<file path="src/hdl/dtr_pkg.sv">
package dtr_pkg;

    // ----------------------------------------
    // Time base
    // ----------------------------------------
    localparam int CLK_PERIOD_NS = 10;       // System clock period, 100 MHz
    localparam int TICK_MS       = 10;       // Time-base tick period in ms
    localparam int TICK_CYCLES   = (TICK_MS * 1000000) / CLK_PERIOD_NS;
    localparam int DELAY_MAX_S   = 100;      // Longest interval in s
    localparam int DELAY_DEF_S   = 3;        // Interval after reset in s

    // ----------------------------------------
    // Interval fields
    // ----------------------------------------
    localparam int CNT_W = 14;               // Tick count width
    localparam logic [CNT_W-1:0] MAX_TICKS =
        CNT_W'((DELAY_MAX_S * 1000) / TICK_MS);
    localparam logic [CNT_W-1:0] DEF_TICKS =
        CNT_W'((DELAY_DEF_S * 1000) / TICK_MS);

    // ----------------------------------------
    // Register map
    // ----------------------------------------
    localparam int ADDR_W = 8;               // Decoded address width
    localparam logic [ADDR_W-1:0] OFS_CTRL    = 8'h00;
    localparam logic [ADDR_W-1:0] OFS_ON_TIME  = 8'h04;
    localparam logic [ADDR_W-1:0] OFS_OFF_TIME = 8'h08;
    localparam logic [ADDR_W-1:0] OFS_STATUS   = 8'h0C;

    // Function select in control bits [1:0]
    localparam logic [1:0] MODE_ON    = 2'h0;
    localparam logic [1:0] MODE_OFF   = 2'h1;
    localparam logic [1:0] MODE_ONOFF = 2'h2;
    localparam logic [1:0] MODE_RST   = 2'h0;

    // Status field positions
    localparam int ST_OUT_BIT  = 0;
    localparam int ST_TRG_BIT  = 1;
    localparam int ST_STATE_LO = 2;
    localparam int ST_CNT_LO   = 16;

    // Relay sequencer states
    typedef enum logic [3:0] {
        DTR_IDLE   = 4'h1,                   // Output low, no timing
        DTR_ONWAIT = 4'h2,                   // On interval running
        DTR_ACTIVE = 4'h4,                   // Output high, trigger high
        DTR_OFFWT  = 4'h8                    // Off interval running
    } dtr_state_e;

endpackage : dtr_pkg

</file>
<file path="src/hdl/dtr_tick.sv">
module dtr_tick #(
    parameter int TICK_CYCLES = dtr_pkg::TICK_CYCLES
) (
    input  wire logic clk_sys,
    input  wire logic rst_n,
    output logic      tick_out
);
    import dtr_pkg::*;

    // ----------------------------------------
    // Free-running divider
    // ----------------------------------------
    localparam int DIV_W = (TICK_CYCLES > 1) ? $clog2(TICK_CYCLES) : 1;
    localparam logic [DIV_W-1:0] DIV_LAST = DIV_W'(TICK_CYCLES - 1);

    logic [DIV_W-1:0] div_reg;               // Cycle counter
    logic [DIV_W-1:0] div_next;
    logic             tick_reg;              // One-cycle tick pulse
    logic             tick_next;

    // Wrap at the last cycle, pulse once per period
    always_comb begin
        if (div_reg == DIV_LAST) begin
            div_next  = '0;
            tick_next = 1'b1;
        end else begin
            div_next  = div_reg + 1'b1;
            tick_next = 1'b0;
        end
    end

    // State registers
    always_ff @(posedge clk_sys or negedge rst_n) begin
        if (!rst_n) begin
            div_reg  <= '0;
            tick_reg <= 1'b0;
        end else begin
            div_reg  <= div_next;
            tick_reg <= tick_next;
        end
    end

    assign tick_out = tick_reg;

endmodule : dtr_tick

</file>
<file path="src/hdl/dtr_relay.sv">
module dtr_relay #(
    parameter int TICK_CYCLES = dtr_pkg::TICK_CYCLES
) (
    input  wire logic                      clk_sys,
    input  wire logic                      rst_n,
    input  wire logic                      psel,
    input  wire logic                      penable,
    input  wire logic                      pwrite,
    input  wire logic [dtr_pkg::ADDR_W-1:0] paddr,
    input  wire logic [31:0]               pwdata,
    output logic      [31:0]               prdata,
    output logic                           pready,
    output logic                           pslverr,
    input  wire logic                      trig_in,
    input  wire logic                      clear_in,
    output logic                           relay_out
);
    import dtr_pkg::*;

    // ----------------------------------------
    // Declarations
    // ----------------------------------------
    logic [1:0]       mode_reg;              // Function select
    logic [1:0]       mode_next;
    logic [CNT_W-1:0] on_lim_reg;            // On interval in ticks
    logic [CNT_W-1:0] on_lim_next;
    logic [CNT_W-1:0] off_lim_reg;           // Off interval in ticks
    logic [CNT_W-1:0] off_lim_next;
    logic [31:0]      prdata_reg;            // Registered read data
    logic [31:0]      prdata_next;
    logic             pready_reg;            // Access-phase ready
    logic             pready_next;
    logic             pslverr_reg;           // Unmapped address flag
    logic             pslverr_next;

    dtr_state_e       state_reg;             // Sequencer state
    dtr_state_e       state_next;
    logic [CNT_W-1:0] cnt_reg;               // Elapsed ticks
    logic [CNT_W-1:0] cnt_next;
    logic             trg_prev_reg;          // Trigger one cycle ago
    logic             relay_reg;             // Relay output
    logic             relay_next;

    logic             tick;                  // Time-base pulse
    logic             wr_done;               // Write completes now
    logic             mode_wr;               // Function select written
    logic             is_off;                // Off-delay selected
    logic             is_onoff;              // On/off-delay selected
    logic             trg_rise;              // Trigger rising edge

    // ----------------------------------------
    // Helpers
    // ----------------------------------------
    // Clamp an interval write to the longest allowed
    function automatic logic [CNT_W-1:0] clamp_lim(input logic [31:0] v);
        if (v > 32'(MAX_TICKS)) begin
            return MAX_TICKS;
        end
        return v[CNT_W-1:0];
    endfunction : clamp_lim

    // Interval finished once the count reaches the limit
    function automatic logic expired(input logic [CNT_W-1:0] c,
                                     input logic [CNT_W-1:0] l);
        return c >= l;
    endfunction : expired

    // ----------------------------------------
    // Time base
    // ----------------------------------------
    dtr_tick #(
        .TICK_CYCLES (TICK_CYCLES)
    ) u_tick (
        .clk_sys  (clk_sys),
        .rst_n    (rst_n),
        .tick_out (tick)
    );

    // ----------------------------------------
    // APB slave
    // ----------------------------------------
    assign wr_done = psel && penable && pready_reg && pwrite;
    assign mode_wr = wr_done && (paddr == OFS_CTRL);

    // Decode setup phase, answer in the first access cycle
    always_comb begin
        mode_next    = mode_reg;
        on_lim_next  = on_lim_reg;
        off_lim_next = off_lim_reg;
        prdata_next  = prdata_reg;
        pready_next  = psel && !penable;
        pslverr_next = 1'b0;
        // Setup cycle: prepare answer
        if (psel && !penable) begin
            prdata_next = '0;
            unique case (paddr)
                OFS_CTRL: begin
                    prdata_next[1:0] = mode_reg;
                end
                OFS_ON_TIME: begin
                    prdata_next[CNT_W-1:0] = on_lim_reg;
                end
                OFS_OFF_TIME: begin
                    prdata_next[CNT_W-1:0] = off_lim_reg;
                end
                OFS_STATUS: begin
                    prdata_next[ST_OUT_BIT]              = relay_reg;
                    prdata_next[ST_TRG_BIT]              = trig_in;
                    prdata_next[ST_STATE_LO+:4]          = state_reg;
                    prdata_next[ST_CNT_LO+:CNT_W]        = cnt_reg;
                end
                default: begin
                    pslverr_next = 1'b1;
                end
            endcase
        end
        // Access edge: write lands
        if (wr_done) begin
            unique case (paddr)
                OFS_CTRL: begin
                    mode_next = pwdata[1:0];
                end
                OFS_ON_TIME: begin
                    on_lim_next = clamp_lim(pwdata);
                end
                OFS_OFF_TIME: begin
                    off_lim_next = clamp_lim(pwdata);
                end
                default: begin
                    mode_next = mode_reg;
                end
            endcase
        end
    end

    // Register file and bus answer
    always_ff @(posedge clk_sys or negedge rst_n) begin
        if (!rst_n) begin
            mode_reg    <= MODE_RST;
            on_lim_reg  <= DEF_TICKS;
            off_lim_reg <= DEF_TICKS;
            prdata_reg  <= '0;
            pready_reg  <= 1'b0;
            pslverr_reg <= 1'b0;
        end else begin
            mode_reg    <= mode_next;
            on_lim_reg  <= on_lim_next;
            off_lim_reg <= off_lim_next;
            prdata_reg  <= prdata_next;
            pready_reg  <= pready_next;
            pslverr_reg <= pslverr_next;
        end
    end

    // ----------------------------------------
    // Relay sequencer
    // ----------------------------------------
    assign is_off   = (mode_reg == MODE_OFF);
    assign is_onoff = (mode_reg == MODE_ONOFF);
    assign trg_rise = trig_in && !trg_prev_reg;

    // Next state and elapsed count
    always_comb begin
        state_next = state_reg;
        cnt_next   = cnt_reg;
        // Count ticks while an interval runs
        if ((state_reg == DTR_ONWAIT || state_reg == DTR_OFFWT)
            && tick && cnt_reg != MAX_TICKS) begin
            cnt_next = cnt_reg + 1'b1;
        end
        unique case (state_reg)
            DTR_IDLE: begin
                cnt_next = '0;
                if (is_off && trig_in) begin
                    state_next = DTR_ACTIVE;
                end else if (!is_off && trg_rise) begin
                    state_next = DTR_ONWAIT;
                end
            end
            DTR_ONWAIT: begin
                if (!trig_in) begin
                    state_next = DTR_IDLE;
                    cnt_next   = '0;
                end else if (expired(cnt_reg, on_lim_reg)) begin
                    state_next = DTR_ACTIVE;
                    cnt_next   = '0;
                end
            end
            DTR_ACTIVE: begin
                cnt_next = '0;
                if (!trig_in) begin
                    if (is_off && clear_in) begin
                        state_next = DTR_IDLE;
                    end else if (is_off || is_onoff) begin
                        state_next = DTR_OFFWT;
                    end else begin
                        state_next = DTR_IDLE;
                    end
                end
            end
            DTR_OFFWT: begin
                if (trig_in) begin
                    state_next = DTR_ACTIVE;
                    cnt_next   = '0;
                end else if (is_off && clear_in) begin
                    state_next = DTR_IDLE;
                    cnt_next   = '0;
                end else if (expired(cnt_reg, off_lim_reg)) begin
                    state_next = DTR_IDLE;
                    cnt_next   = '0;
                end
            end
        endcase
        // New function starts from rest
        if (mode_wr) begin
            state_next = DTR_IDLE;
            cnt_next   = '0;
        end
        relay_next = (state_next == DTR_ACTIVE) || (state_next == DTR_OFFWT);
    end

    // Sequencer registers
    always_ff @(posedge clk_sys or negedge rst_n) begin
        if (!rst_n) begin
            state_reg    <= DTR_IDLE;
            cnt_reg      <= '0;
            trg_prev_reg <= 1'b0;
            relay_reg    <= 1'b0;
        end else begin
            state_reg    <= state_next;
            cnt_reg      <= cnt_next;
            trg_prev_reg <= trig_in;
            relay_reg    <= relay_next;
        end
    end

    // ----------------------------------------
    // Outputs
    // ----------------------------------------
    assign prdata    = prdata_reg;
    assign pready    = pready_reg;
    assign pslverr   = pslverr_reg;
    assign relay_out = relay_reg;

    // ----------------------------------------
    // Checks
    // ----------------------------------------
    a_on_start: assert property (@(posedge clk_sys) disable iff (!rst_n)
        !is_off && state_reg == DTR_IDLE && trg_rise && !mode_wr
        |=> state_reg == DTR_ONWAIT && cnt_reg == '0)
        else $error("on timing did not start on trigger rise");

    a_on_expire: assert property (@(posedge clk_sys) disable iff (!rst_n)
        state_reg == DTR_ONWAIT && trig_in && cnt_reg >= on_lim_reg && !mode_wr
        |=> relay_out)
        else $error("output not raised at on expiry");

    a_on_abort: assert property (@(posedge clk_sys) disable iff (!rst_n)
        !is_off && !is_onoff && state_reg == DTR_ONWAIT && !trig_in
        |=> cnt_reg == '0 && !relay_out)
        else $error("on time not cleared on early fall");

    a_on_low: assert property (@(posedge clk_sys) disable iff (!rst_n)
        !is_off && !is_onoff && !trig_in |=> !relay_out)
        else $error("on-delay output high with trigger low");

    a_lim_range: assert property (@(posedge clk_sys) disable iff (!rst_n)
        on_lim_reg <= MAX_TICKS && off_lim_reg <= MAX_TICKS)
        else $error("interval above maximum");

    a_off_raise: assert property (@(posedge clk_sys) disable iff (!rst_n)
        is_off && trig_in && !mode_wr |=> relay_out)
        else $error("off-delay output not raised at once");

    a_off_expire: assert property (@(posedge clk_sys) disable iff (!rst_n)
        state_reg == DTR_OFFWT && !trig_in && cnt_reg >= off_lim_reg
        |=> !relay_out && state_reg == DTR_IDLE)
        else $error("output not lowered at off expiry");

    a_off_retrig: assert property (@(posedge clk_sys) disable iff (!rst_n)
        is_off && state_reg == DTR_OFFWT && trig_in && !mode_wr
        |=> state_reg == DTR_ACTIVE && cnt_reg == '0 && relay_out)
        else $error("off interval not restarted");

    a_off_clear: assert property (@(posedge clk_sys) disable iff (!rst_n)
        is_off && clear_in && !trig_in |=> !relay_out && cnt_reg == '0)
        else $error("clear did not end off interval");

    a_onoff_hold: assert property (@(posedge clk_sys) disable iff (!rst_n)
        is_onoff && state_reg == DTR_OFFWT && trig_in && !mode_wr
        |=> relay_out && cnt_reg == '0)
        else $error("off interval not cleared on rise");

    a_tick_count: assert property (@(posedge clk_sys) disable iff (!rst_n)
        $changed(cnt_reg) && cnt_reg != '0 |-> $past(tick))
        else $error("count moved without a tick");

    a_zero_lim: assert property (@(posedge clk_sys) disable iff (!rst_n)
        !is_off && on_lim_reg == '0 && trg_rise && state_reg == DTR_IDLE
        && !mode_wr ##1 trig_in && !mode_wr |=> relay_out)
        else $error("zero on interval added delay");

endmodule : dtr_relay

</file>
<file path="config.mk">
export PLATFORM = sky130hd
export DESIGN_NAME = dtr_relay
export DESIGN_NICKNAME = d
export VERILOG_FILES = /design/src/hdl/dtr_pkg.sv /design/src/hdl/dtr_tick.sv /design/src/hdl/dtr_relay.sv
export SDC_FILE = /design/constraint.sdc
export NUM_CORES = 1
export LEC_CHECK = 0
export ABC_AREA = 1
export ABC_CLOCK_PERIOD_IN_PS = 2800
export BUFFER_PORTS_ARGS = -buffer_cell sky130_fd_sc_hd__buf_2
export CORE_MARGIN = 5
export CORE_UTILIZATION = 62
export CTS_CLUSTER_SIZE = 25
export DETAILED_ROUTE_END_ITERATION = 6
export PLACE_DENSITY = 0.85
export RECOVER_POWER = 100
export REMOVE_ABC_BUFFERS = 1
export SYNTH_ARGS = -nofsm -noshare
export SYNTH_HDL_FRONTEND = slang
export SYNTH_SLANG_ARGS = --single-unit
</file>
<file path="constraint.sdc">
create_clock -name clk_sys -period 2.8 [get_ports clk_sys]
set_input_delay 0 -clock clk_sys [delete_from_list [all_inputs] [get_ports clk_sys]]
set_output_delay 0 -clock clk_sys [all_outputs]
set_load 0.02 [all_outputs]
</file>
======== Word-level counts from Yosys, hierarchy flattened ========
Index checks and enable logic that the tools add are counted.
word-level totals
  register bits after elaboration ......... 101
  input bits .............................. 47
cells by class
  add/subtract/negate cells ............... 2
  $lt $le $gt $ge ......................... 3
  equal/unequal tests ..................... 13
  multiplexer cells ....................... 36
  reductions and logical operators ........ 23
operator list
  cell                   count
  $mux 14                11
  $mux 4                 11
  $pmux 14 s3            1
  $gt 32x14->1 const B   1
  $ge 14x14->1           2
  $add 20x1->20 const B  1
  $eq 20x20->1 const B   1
  $mux 20                1
  $eq 8x4->1 const B     2
  $pmux 4 s4             1
  $pmux 8 s2             1
  $add 14x1->14 const B  1
  $ne 14x14->1 const B   1
  $pmux 4 s3             1
  $logic_and 1x1->1      11
  $eq 4x3->1 const B     2
  $eq 4x4->1 const B     2
  $eq 8x3->1 const B     1
  $logic_not 8->1        1
  $mux 1                 8
  $pmux 2 s4             1
  $reduce_and 2->1       3
  $eq 4x1->1 const B     1
  $eq 4x2->1 const B     1
  other kinds (6)        10

======== Logic depth before layout (Yosys ltp) ========
  word-level depth ........................ 10
  depth in mapped cells ................... 15

======== Hierarchy ========
Synthesis repeated with hierarchy kept, for this count alone.
unflattened totals
  cells, all modules ...................... 795
  area, all modules ....................... 6,147.1 um2
by module, submodules not included
  module     times used  cells each  area an instance (um2)  seq. area each (um2)
  dtr_relay  1           632         4,917.2                 2,013.2
  dtr_tick   1           163         1,229.9                 525.5

======== Least setup slack after synthesis ========
OpenSTA, ideal clock, no wires.
  path type ............................... reg2reg
  from .................................... register on_lim_reg[5]
  to ...................................... register cnt_reg[7]
  library setup time ...................... 0.072 ns
  arrival ................................. 1.776 ns
  setup slack ............................. 0.952 ns
  cell stages (with the launch flop) ...... 15
  cells stage by stage .................... dfstp_2 -> inv_1 -> ha_1 -> nand2_1 -> nor2_1 -> nand2_1 -> nand2_1 -> nand2_1 -> nand2_1 -> nor2_1 -> nand2_1 -> o21ai_2 -> nand2_2 -> buf_6 -> nor2_1
on the way
  cells in the longest elaborated chain, start to end .. 5
ends and longest elaborated chain
  what                      line              text
  start: declaration        dtr_relay.sv:25   logic [CNT_W-1:0] on_lim_reg;
  start signal: assignment  dtr_relay.sv:147  on_lim_reg <= on_lim_next;
  $ge 14x14->1              dtr_relay.sv:65   return c >= l;
  $mux 14                   dtr_relay.sv:184  end else if (expired(cnt_reg, on_lim_reg)) begin
  $mux 14                   dtr_relay.sv:181  if (!trig_in) begin
  $pmux 14 s3               dtr_relay.sv:171  unique case (state_reg)
  $mux 14                   dtr_relay.sv:215  if (mode_wr) begin
  named net cnt_next[7]     dtr_relay.sv:39   logic [CNT_W-1:0] cnt_next;
  end signal: assignment    dtr_relay.sv:231  cnt_reg <= cnt_next;
  end: declaration          dtr_relay.sv:38   logic [CNT_W-1:0] cnt_reg;
The timed path passes the listed nets, and every way through them passes these cells.
A chain may end at the register's enable or synchronous reset.

======== Worst setup path in the final report ========
  from .................................... register cnt_reg[13]
  to ...................................... register cnt_reg[0]
on the way
  cells in the longest elaborated chain, start to end .. 8
  elaborated cells between the ends (all ways) .. 12
ends and longest elaborated chain
  what                                                  line
  branches (longest 6 deep; another with $ge 14x14->1)  --
  $pmux 14 s3 *                                         dtr_relay.sv:171
  $mux 14 *                                             dtr_relay.sv:215
  named net cnt_next[0]                                 dtr_relay.sv:39
Mark *: on every way through the listed nets, which the timed path passes.

==> summary.md <==
| Metric | Value |
|---|---|
| Peak VDD IR | 0.3099 mV |
| WP data arrival | 2.55 ns |
| Routed wire length | 14.68 mm |
| Critical Path Source Type | flip-flop |
| Asr flop ratio synth | 1.000 |
| Netlist cell types | 35 |
| Peak per-stage delay on the critical path | 0.48 ns |
| CP required | 3.07 ns |
| 1st-pass router iterations | 7 |
| CP Buf/Inv Count | 0 |
| FMAX | 0.4390 GHz |
| Die width | 106.4 µm |
| Via density | 5.712 |
| Crit end category | flip-flop |
| P&R area growth vs syn | 12.71% |
| First-pass GRT wire length | 25.31 mm |
| CTS root buffer | clkbuf_8 |
| CTS tree | done |
| Status | complete, but fails checks |
| Final hold vios | 0 |
| Cell repeated most along the worst path | nand2_1 |
| CTS H-Tree Depth | 3 |
| Min cycle time layout | 2.278 ns |
| Violated checks | max-capacitance violations, max-slew violations |
| Worst Path Max Fanout | 12 |
| DR iter-0 viols | 358 |
| Largest net degree at the start of global routing | 87 |
| Nets | 904 |
| Period utilization | 0.8135 |
| Synth Flop Type | dfrtp_1 |
| CTS Sinks | 101 |
| Worst-path clk slew | 0.09 ns |
| Final Cell Area | 6491 µm² |
| Clk Latency, worst-skew pair | 0.37 ns |
| Post-Synthesis Cell Area | 5759 µm² |
| Synth Warn # | 0 |
| Syn Inst Count | 733 |
| DP HPWL | 10.73 mm |
| DR vias | 5,375 |
| Worst Tran Pin Value | 2.096 ns |
| Number of antenna violations at the first check in global routing | 0 |
| Setup TNS | 0 ns |
| Final Skew | 0.01826 ns |
| Chip height | 106.4 µm |
| DRC | 0 |
| Hold crit path type | input port to flip-flop |
| Ports | 82 |
| Initial Util | 0.6293 |
| Slowest-stage cell, CP | dfrtp_1 |
| Number of global-route vias before repair | 5,434 |
| Area after DPL | 6260 µm² |
| CTS Buf Count | 9 |
| PwrDens | 481.7 nW/µm² |
| Slew HR | -0.3970 |
| GRT overflow | 0 |
| Syn avg cell area | 7.857 µm² |
| Number of flops mapped to enable cells by yosys | 0 |
| Cells along the critical path | ha_1, nand2_1, nor2_1, nand2_1, nand2_1, nor2_1, nand2_1, nor2_1, nand2_1, o21ai_2, nand2_1, nor3_1 |
| Leak | 3.276 nW |
| Final setup fails | 0 |
| Gr usage total | 0.2754 |
| Final ANT Viol Nets | 0 |
| Hold WS | 0.01051 ns |
| Maxcap violations | 1 |
| Proportion of layout cells with a drive suffix above 1 | 0.1036 |
| Placer Congestion | 0.9171 |
| Antenna diode count | 0 |
| Core Region | 9153 µm² |
| Final Max Slew Viols | 87 |
| Crit path kind | flip-flop to flip-flop |
| WL/cell | 15.60 µm |
| Die ar. | 11,320 µm² |
| Synthesis-stage register bit count | 101 |
| Post-synthesis sequential area ratio | 0.4408 |
| Largest delay share family, worst path | simple AND/OR/NAND/NOR gates |
| Resize count post-CTS | 0 |
| Input/output buffers | 77 |
| Max clock buf depth | 2 |
| RSZ-0062 raised after global routing | no |
| Largest register FFs | 28 |
| Site row count | 35 |
## path summary, 6_finish.rpt
path | from | end | slack [ns] | cells after the start
worst max-delay path | cnt_reg[13] | cnt_reg[0] | 0.52 | 12
worst min-delay path | pwdata[13] | off_lim_reg[13] | 0.01 | 5
worst max register to register | cnt_reg[13] | cnt_reg[0] | 0.52 | 12
worst min register to register | u_tick.div_reg[0] | u_tick.div_reg[0] | 0.47 | 1
max in group asynchronous | rst_n | prdata[17] | 0.72 | 3
min in group asynchronous | rst_n | prdata[11] | 0.76 | 2
## through the flow
stage | total power, mW | setup WS, ns | std cells | util
finish | 3.127 | 0.5221 | 941 | 0.7092
global route | 3.316 | 0.2566 | 941 | 0.7092
CTS | 3.150 | 0.6762 | 941 | 0.7177
detailed placement | 2.285 | 0.6961 | 912 | 0.6839
global placement | 2.243 | 0.8082 | 912 | 0.6839
floorplan | 2.047 | 0.8684 | 715 | -
## Yosys cell counts, types with 9 or more instances
cell      instances  share of area
nand2_1         157           0.10
inv_1            95          0.062
dfrtp_1          92           0.40
nor2_1           89          0.058
o21ai_0          47          0.041
a21oi_1          35          0.030
ha_1             32          0.070
nand4_1          30          0.033
nand3_1          24          0.021
xor2_1           23          0.035
nor3_1           16          0.014
o31ai_1          14          0.018
clkbuf_1         11         0.0072
dfstp_2           9          0.041
nor4_1            9         0.0098
## where the power goes
group | switching (mW) | internal [mW] | leakage, nW
registers | 0.0817 | 1.53 | 1.24
logic | 0.454 | 0.213 | 1.95
clock network | 0.477 | 0.372 | 0.0857
## tightest hold or removal path, stage by stage
cell and delay, ns:
buf_2 0.10, inv_1 0.04, nand2_1 0.08, nand2_1 0.05, o21ai_0 0.06
## cells by family after synthesis
family                   synth area share
AO/OA/AOI/OAI                      0.1071
XOR/XNOR                          0.03498
adder cells (fa/ha/maj)           0.06952
buffers and inverters             0.08560
flip-flops                         0.4408
other                           0.0006511
AND/OR/NAND/NOR                    0.2614
## layer usage
layer | vias to the layer above | GRT usage | wire [µm]
met4 | 0 | 0.1036 | 397
met1 | 2524 | 0.3467 | 5903
met3 | 43 | 0.04432 | 964
li1 | 2582 | - | -
met2 | 226 | 0.4765 | 7413
met5 | - | 0 | 0
## layout make-up
| class | count | area, µm² |
|---|---|---|
| Clock buffer | 13 | 158.9 |
| Clock inverter | 3 | 20.02 |
| Fill cell | 765 | 2661 |
| Inverter | 102 | 382.9 |
| Multi-Input combinational cell | 512 | 2731 |
| Sequential cell | 101 | 2539 |
| Tap cell | 111 | 138.9 |
| Timing Repair Buffer | 99 | 520.5 |
## what timing repair did
action,in CTS,in global routing
buffers inserted,0,0
hold buffers,13,0
endpoints found under the hold margin,98,0
## cell usage in the layout (no fill, tap or decap), types with 4 or more instances in the layout
cell,synthesis,layout
o21ai_0,47,47
dlygate4sd3_1,0,13
a21oi_1,35,35
inv_2,5,4
o22ai_1,6,6
conb_1,1,4
xor2_1,23,23
inv_1,95,96
clkbuf_8,0,11
clkbuf_1,11,40
nand2_1,157,158
nand3_1,24,24
buf_2,4,43
nand4_1,30,30
dfstp_2,9,9
nor4_1,9,9
nor2_2,6,4
ha_1,32,32
nor3_1,16,17
nor2_1,89,91
nand3b_1,4,4
dfrtp_1,92,92
o31ai_1,14,13
(Power assumes the default switching activity.)
